File: src/logic/sfp_pkg.sv
// sfp_pkg: constants for the synchronous fifo primitive
// assumes: single clock domain, no software-visible registers
package sfp_pkg;
    localparam int SFP_DATA_WIDTH = 8;
    localparam int SFP_DEPTH = 16;
    localparam int SFP_OBUF_DEPTH = 2;
    localparam logic [0:0] SFP_FLAG_RESET = 1'h0;
    localparam logic [0:0] SFP_EMPTY_RESET = 1'h1;
endpackage

File: src/logic/sfp_fifo.sv
// sfp_fifo: single-clock fifo with full, empty and fill count, plus a
// two-entry output buffer so a stalled receiver loses no word
// assumes: requests synchronous to ref_clk, user applies a clear
//
// Behaviour
// - no clock edge, nothing changes except on an asynchronous sys_rst
// - write alone stores word as newest
// - read alone pops oldest into the output buffer if it has room
// - both requests: write and read together
// - full ignores write, read still served
// - empty ignores read, write still served
// - fill count gives words held in storage, not those in the output buffer
// - full and empty flags reflect occupancy
`timescale 1ns/100ps
`default_nettype none
module sfp_fifo
    import sfp_pkg::*;
#(
    parameter int DATA_WIDTH = SFP_DATA_WIDTH,
    parameter int DEPTH = SFP_DEPTH,
    parameter int AW = $clog2(DEPTH),
    parameter int CW = $clog2(DEPTH + 1)
) (
    input wire logic ref_clk,
    input wire logic sys_rst,
    input wire logic sync_clear,
    input wire logic clk_en,
    input wire logic [DATA_WIDTH-1:0] write_data,
    input wire logic write_request,
    input wire logic read_request,
    output logic [DATA_WIDTH-1:0] read_data,
    output logic read_valid,
    input wire logic read_ready,
    output logic full,
    output logic empty,
    output logic [CW-1:0] fill_count
);
    ////////////////////////////////////////////////////////////////////////
    // storage and pointers
    logic [DATA_WIDTH-1:0] mem_q [DEPTH];
    logic [AW-1:0] wr_ptr_q;
    logic [AW-1:0] rd_ptr_q;
    logic [CW-1:0] count_q;
    logic [CW-1:0] count_d;
    // output buffer: two entries, slot 0 is the head
    logic [DATA_WIDTH-1:0] obuf_q [SFP_OBUF_DEPTH];
    logic [1:0] obuf_cnt_q;
    logic [1:0] obuf_cnt_d;

    wire logic obuf_room = (obuf_cnt_q < 2'(SFP_OBUF_DEPTH)) || (read_valid && read_ready);
    wire logic full_w = (count_q == CW'(DEPTH));
    wire logic empty_w = (count_q == '0);
    wire logic wr_go = write_request && !full_w;
    wire logic rd_go = read_request && !empty_w && obuf_room;
    wire logic pop_out = read_valid && read_ready;
    wire logic [AW-1:0] wr_ptr_nx = (wr_ptr_q == AW'(DEPTH - 1)) ? '0 : wr_ptr_q + 1'b1;
    wire logic [AW-1:0] rd_ptr_nx = (rd_ptr_q == AW'(DEPTH - 1)) ? '0 : rd_ptr_q + 1'b1;
    wire logic step = clk_en && !sync_clear;

    assign count_d = count_q + CW'(wr_go) - CW'(rd_go);
    assign obuf_cnt_d = obuf_cnt_q + 2'(rd_go) - 2'(pop_out);
    assign full = full_w;
    assign empty = empty_w;
    assign fill_count = count_q;
    assign read_valid = (obuf_cnt_q != 2'h0);
    assign read_data = obuf_q[0];

    ////////////////////////////////////////////////////////////////////////
    // memory write
    always_ff @(posedge ref_clk) begin
        if (step && wr_go) begin
            mem_q[wr_ptr_q] <= write_data;
        end
    end

    ////////////////////////////////////////////////////////////////////////
    // pointers and count; clear with clk_en high forces empty
    always_ff @(posedge ref_clk or posedge sys_rst) begin
        if (sys_rst) begin
            wr_ptr_q <= '0;
            rd_ptr_q <= '0;
            count_q <= '0;
            obuf_cnt_q <= '0;
        end else if (clk_en && sync_clear) begin
            wr_ptr_q <= '0;
            rd_ptr_q <= '0;
            count_q <= '0;
            obuf_cnt_q <= '0;
        end else if (step) begin
            if (wr_go) begin
                wr_ptr_q <= wr_ptr_nx;
            end
            if (rd_go) begin
                rd_ptr_q <= rd_ptr_nx;
            end
            count_q <= count_d;
            obuf_cnt_q <= obuf_cnt_d;
        end
    end

    ////////////////////////////////////////////////////////////////////////
    // output buffer data: one slot per entry, slot 0 is the head; on a pop every
    // slot but the tail takes the word behind it, and a fetched word lands in the next free slot
    // after the pop, so the receiver can stall without losing a word
    wire logic [1:0] ins_slot = obuf_cnt_q - 2'(pop_out);
    wire logic [DATA_WIDTH-1:0] fetch_word = mem_q[rd_ptr_q];

    genvar g;
    for (g = 0; g < SFP_OBUF_DEPTH; g++) begin : g_slot
        wire logic load_here = rd_go && (ins_slot == 2'(g));
        wire logic [DATA_WIDTH-1:0] behind;
        if (g + 1 < SFP_OBUF_DEPTH) begin : g_inner
            assign behind = obuf_q[g + 1];
        end else begin : g_tail
            // the tail has nothing behind it and keeps its word
            assign behind = obuf_q[g];
        end
        always_ff @(posedge ref_clk or posedge sys_rst) begin
            if (sys_rst) begin
                obuf_q[g] <= '0;
            end else if (step) begin
                if (load_here) begin
                    obuf_q[g] <= fetch_word;
                end else if (pop_out) begin
                    obuf_q[g] <= behind;
                end
            end
        end
    end
endmodule
`default_nettype wire

File: config.mk
export PLATFORM = sky130hd
export DESIGN_NAME = sfp_fifo
export DESIGN_NICKNAME = d
export VERILOG_FILES = /design/src/logic/sfp_pkg.sv /design/src/logic/sfp_fifo.sv
export SDC_FILE = /design/constraint.sdc
export NUM_CORES = 1
export LEC_CHECK = 0
export BUFFER_PORTS_ARGS = -buffer_cell sky130_fd_sc_hd__buf_2
export CAP_MARGIN = 20
export CORE_UTILIZATION = 61
export DETAILED_ROUTE_END_ITERATION = 6
export PLACE_DENSITY = 0.79
export SETUP_SLACK_MARGIN = 0.02
export SYNTH_ARGS = -nofsm -noshare
export SYNTH_HDL_FRONTEND = slang
export SYNTH_SLANG_ARGS = --single-unit
export TNS_END_PERCENT = 1
File: constraint.sdc
create_clock -name ref_clk -period 3 [get_ports ref_clk]
set_input_delay 0.3 -clock ref_clk [delete_from_list [all_inputs] [get_ports ref_clk]]
set_output_delay 0.3 -clock ref_clk [all_outputs]
set_load 0.01 [all_outputs]
* Word-level counts from Yosys, hierarchy flattened
Memory sizes are Yosys's and may differ from the RTL's.
Index checks and enable logic that the tools add are counted.
** Word-level totals
- Bits in registers :: 31
- Latch bits :: 0
- RAM bits :: 128
- ROM bits :: 0
- Input port bits :: 15
- Output and inout port bits :: 16
- Word-level logic and storage cells :: 59
- Memories :: 1
** Memory list
- mem_q :: words 16, width 8, read ports 1, clocked after memory_dff 0, write ports 1, RTL line sfp_fifo.sv:40 : logic [DATA_WIDTH-1:0] mem_q [DEPTH];
** Operators by class
- Add/subtract/negate cells :: 7
- Multipliers :: 0
- Divide/modulo/power cells :: 0
- Magnitude comparators :: 1
- Equality and inequality tests :: 4
- Shift-type cells :: 0
- Muxes and demuxes :: 16
- Bitwise gates (word level) :: 0
- Reductions and logical operators :: 24
** Operators by type and width (number)
- 2-to-1 mux 4 bit :: 8
- 2-to-1 mux 8 bit :: 2
- 2-to-1 mux 5 bit :: 2
- nonzero test 2 bit :: 5
- logical AND 1 bit :: 9
- adder 4 x 1 -> 4 bit, second input constant :: 2
- equality test 4 bit, second input constant :: 2
- AND reduction 2 bit :: 4
- adder 5 x 1 -> 5 bit :: 1
- equality test 5 bit, second input constant :: 1
- logical NOT 5 bit :: 1
- subtractor 5 x 1 -> 5 bit :: 1
- 2-to-1 mux 2 bit :: 2
- subtractor 2 x 1 -> 2 bit :: 2
- logical NOT 1 bit :: 3
- adder 2 x 1 -> 2 bit :: 1
- equality test 2 x 1 -> 1 bit, second input constant :: 1
- logical NOT 2 bit :: 1
- < comparator 2 bit, second input constant :: 1
- 2-to-1 mux 1 bit :: 2
- logical OR 1 bit :: 1

* Depth between registers and ports, before layout
- Depth after elaboration :: 8
- Mapped depth :: 14
- Depth with buffers taken out :: 13

* Least setup slack after synthesis
Ideal clock, no wire load.
- Kind :: reg2reg
- From :: register count_q[3], in the netlist fill_count[3]
- To :: register count_q[4], in the netlist fill_count[4]
- Library setup time :: 0.116 ns
- Arrival :: 2.828 ns
- Data required time :: 2.884 ns
- Slack :: 0.056 ns
- Cell stages (with the launch flop) :: 15
- Buffers on the path :: 1
- Period minus slack after synthesis :: 2.944 ns
- Cells stage by stage :: dfrtp_1 inv_1 ha_1 nor4b_2 and3b_1 buf_4 xnor2_1 ha_1 inv_1 fa_1 nand2b_1 a21oi_1 nor2_1 xnor2_1 o311ai_0
** On the way
- Longest elaborated chain between the ends :: 7
- Elaborated cells on any way between the ends :: 11
- Those cells by class :: 2 x add/sub; 1 x eq/ne; 2 x mux; 6 x reduce/logical
** Ends and longest elaborated chain
- start: declaration :: RTL line sfp_fifo.sv:43 : logic [CW-1:0] count_q;
- start signal: assignment :: RTL line sfp_fifo.sv:96 : count_q <= count_d;
- logical NOT 5 bit :: RTL line sfp_fifo.sv:52 : wire logic empty_w = (count_q == '0);
- via empty :: RTL line sfp_fifo.sv:35 : output logic empty,
- logical NOT 1 bit :: RTL line sfp_fifo.sv:54 : wire logic rd_go = read_request && !empty_w && obuf_room;
- logical AND 1 bit (2 in a row) :: RTL line sfp_fifo.sv:54
- subtractor 5 x 1 -> 5 bit :: RTL line sfp_fifo.sv:60 : assign count_d = count_q + CW'(wr_go) - CW'(rd_go);
- 2-to-1 mux 5 bit :: RTL line sfp_fifo.sv:89 : end else if (step) begin
- 2-to-1 mux 5 bit :: RTL line sfp_fifo.sv:84 : end else if (clk_en && sync_clear) begin
The timed path passes the listed nets, and every way through them passes these cells. The select of a mux whose other input is x is not followed.
A chain may end at the register's enable or synchronous reset.

* Worst setup path in the final report
- From :: register count_q[2], in the netlist fill_count[2]
- To :: register count_q[4], in the netlist fill_count[4]
** On the way
- Longest elaborated chain between the ends :: 7
- Elaborated cells on any way between the ends :: 11
- Those cells by class :: 2 x add/sub; 1 x eq/ne; 2 x mux; 6 x reduce/logical
** Ends and longest elaborated chain (RTL line)
- equality test 5 bit / logical NOT 5 bit (equally long branches) :: sfp_fifo.sv:51, sfp_fifo.sv:52
- logical NOT 1 bit, on equally long branches :: sfp_fifo.sv:53, sfp_fifo.sv:54
- logical AND 1 bit, on equally long branches :: sfp_fifo.sv:53, sfp_fifo.sv:54
- adder 5 x 1 -> 5 bit / logical AND 1 bit (equally long branches) :: sfp_fifo.sv:60, sfp_fifo.sv:54
- subtractor 5 x 1 -> 5 bit (*) :: sfp_fifo.sv:60
- 2-to-1 mux 5 bit (*) :: sfp_fifo.sv:89
- 2-to-1 mux 5 bit (*) :: sfp_fifo.sv:84
Every way passes the cells marked *; elsewhere a longest branch is shown, timed or not. The select of a mux whose other input is x is not followed.

==> out/results.ini <==
[cts]
cts_tree = yes
cts.htree.levels = 4
cts.sinks = 159
clock_path_buffers = 2
numCtsBuffers = 17
cts_root_buf = clkbuf_8
path_clk_slew_ns = 0.06
clkLatencyLatePin_ns = 0.52

[run_status]
status = finished clean

[logic_synthesis]
postSynth.asyncResetShare = 0.195
syn_area_um2 = 6770
synth_top_area_frac = 0.568
yosysSeqAreaShare = 0.683
syn_avg_cell_area_um2 = 15.7
synth-edff-count = 128
synth_common_cells = edfxtp_1, nor2_1, mux2i_1
yosys.area.top_type = edfxtp_1
synth_cell_types = 50
synth.net_count = 461
synth.most_common_cell = edfxtp_1
ys_top_cells_by_area = edfxtp_1, dfrtp_1, mux4_2
synth_flop_cell = edfxtp_1
syn_inst = 432
yosysWarnings = 0
synth-seq-cells = 159

[die]
io_pins = 31
die_w_um = 107
initial_core_util = 0.624
die_y_um = 107
rows = 38
design.core.area_um2 = 10800
die-area_um2 = 11500

[sta]
max_slew_margin = 0.472
clock.fmax_mhz = 360
period_share = 0.925
worstMarginPinSlew_ns = 0.791
setup_tns_ns = 0
slew_violations = 0
setup_viol = 0
finalHoldViolCount = 0
fin_crit_ns = 2.77
fin_skew_ns = 0.00722
timing.hold.ws_ns = 0.167
rsz0062_at_grt = false

[route]
drtIter0Drc = 450
first_pass_iters = 5
drtAntennaViolNets = 0
drt-total-wl_mm = 13.8
wl_per_cell_um = 21.5
vias = 3929
drcViolationCount = 0
via_per_inst = 6.12

[setup_path]
cp_max_fo = 3
crit_path_end_kind = register
ff2ff_path_depth = 13
startpoint_type = register
worstPathRequired_ns = 3.42
rr_startpoint = fill_count[2]
arrival_ns = 3.20
crit_type = reg2reg
r2r_slack_ns = 0.23
reg2reg_to = fill_count[4]

[power]
power.density_nw_per_um2 = 857
p_leak_nw = 2.92
vdd_drop_max_mv = 0.515
finalPower_mw = 6.74

[global_routing]
track_usage = 0.262
antenna_found_initial = 0
grt_pass1_wl_mm = 21.4
grt_max_degree = 21
grt_pass1_vias = 3954
overflow = 0

[job]
maxCapViolCount = 0

[cells_and_area]
areaGrowthSynthToFinish_pct = 16.2
final-seq-area_um2 = 4620
n_fill_cell = 673
post-route-util = 0.725
multi_input_area_um2 = 2000
diodes = 0
drive_above_1_share = 0.257
fin_nets = 519

[placed_design]
dp_hpwl_mm = 8.67
routabilityCongestion = 0.774
io_buffer_count = 30

[worst_hold_path]
hold_depth = 2
hp-class = in2reg
worstHoldStart = sync_clear
whs_endpoint = wr_ptr_q[0]

[worst max-delay path by stage]
stage / start / end / slack [ns] / cells after the start
5_1_grt: fill_count[2] / fill_count[4] / 0.03 / 13
3_5_place_dp: fill_count[3] / fill_count[4] / 0.15 / 13
4_1_cts: fill_count[3] / fill_count[4] / 0.09 / 13
3_3_place_gp: fill_count[3] / fill_count[4] / 0.29 / 13
6_report: fill_count[2] / fill_count[4] / 0.23 / 13
2_1_floorplan: fill_count[3] / fill_count[4] / 0.06 / 14
[report_power, final]
part | total, mW | internal, mW | switching, mW
logic | 1.79 | 0.844 | 0.950
registers | 2.76 | 2.57 | 0.192
clock network | 2.18 | 1.37 | 0.816
total | 6.74 | 4.78 | 1.96
[critical path, cell delays in order, from the launching register on]
cell	delay [ns]
dfrtp_1	0.41
inv_2	0.10
ha_4	0.15
nor4b_4	0.19
and3b_2	0.27
xnor2_2	0.16
ha_2	0.19
inv_1	0.05
fa_1	0.37
nand2b_1	0.16
a21oi_1	0.14
nor2_1	0.09
xnor2_1	0.13
o311ai_1	0.26
[cell families after synthesis]
group,count (synthesis),share of synthesized area
compound gates,65,0.0734
xor+xnor,6,0.00777
fa+ha+maj,14,0.0270
buf+inv,37,0.0272
flops,159,0.683
mux,58,0.117
simple gates,93,0.0651
[timing repair]
action	4_1_cts	5_1_grt
setup endpoints to repair	0	1
hold endpoints to repair	19	0
hold buffers	1	0
resized for setup	0	10
setup buffers	0	2
[state kept, by name, indices dropped and copies added, names as in the netlist]
signal and cells:
rd_ptr_q 4, g_slot.behind 8, read_data 8, fill_count 5, wr_ptr_q 4, obuf_cnt_q 2, mem_q 128
[per-stage QoR]
stage / setup WS, ns / instance area, µm² / instances
6_report: 0.226 / 7860 / 642
5_1_grt: 0.0278 / 7860 / 642
4_1_cts: 0.0879 / 7810 / 640
3_5_place_dp: 0.146 / 7190 / 608
3_3_place_gp: 0.292 / 7190 / 608
2_1_floorplan: 0.0559 / 6770 / 432
[cell usage in the layout (no fill, tap or decap), types with 3 or more instances in the layout]
master,synthesis,routed
nand2b_1,7,7
buf_4,3,28
nand3_1,4,4
ha_1,13,11
clkinv_2,0,4
mux4_2,16,16
xnor2_1,4,3
buf_2,7,30
a221oi_1,4,4
nor2_1,38,38
mux2_2,8,8
edfxtp_1,128,128
o22ai_1,7,7
dfrtp_1,31,29
inv_1,15,13
nand2_1,24,24
nor3_1,4,4
clkbuf_16,0,18
clkbuf_8,0,5
a21oi_1,11,11
a221o_1,20,20
o21ai_0,11,11
mux2i_1,34,34
[cell type report]
class,count,area share
flip-flops and latches,159,0.588
clock inverters,8,0.0121
clock buffers,23,0.0661
inverters,16,0.00796
multi-input cells,236,0.254
repair buffers,60,0.0497
well taps,140,0.0223
[layer usage]
| layer | GRT usage | routed length (µm) |
|---|---|---|
| met5 | 0 | 0 |
| met4 | 0.0920 | 206 |
| met3 | 0.0478 | 705 |
| met2 | 0.424 | 6990 |
| met1 | 0.360 | 5890 |
(Power assumes the default switching activity.)
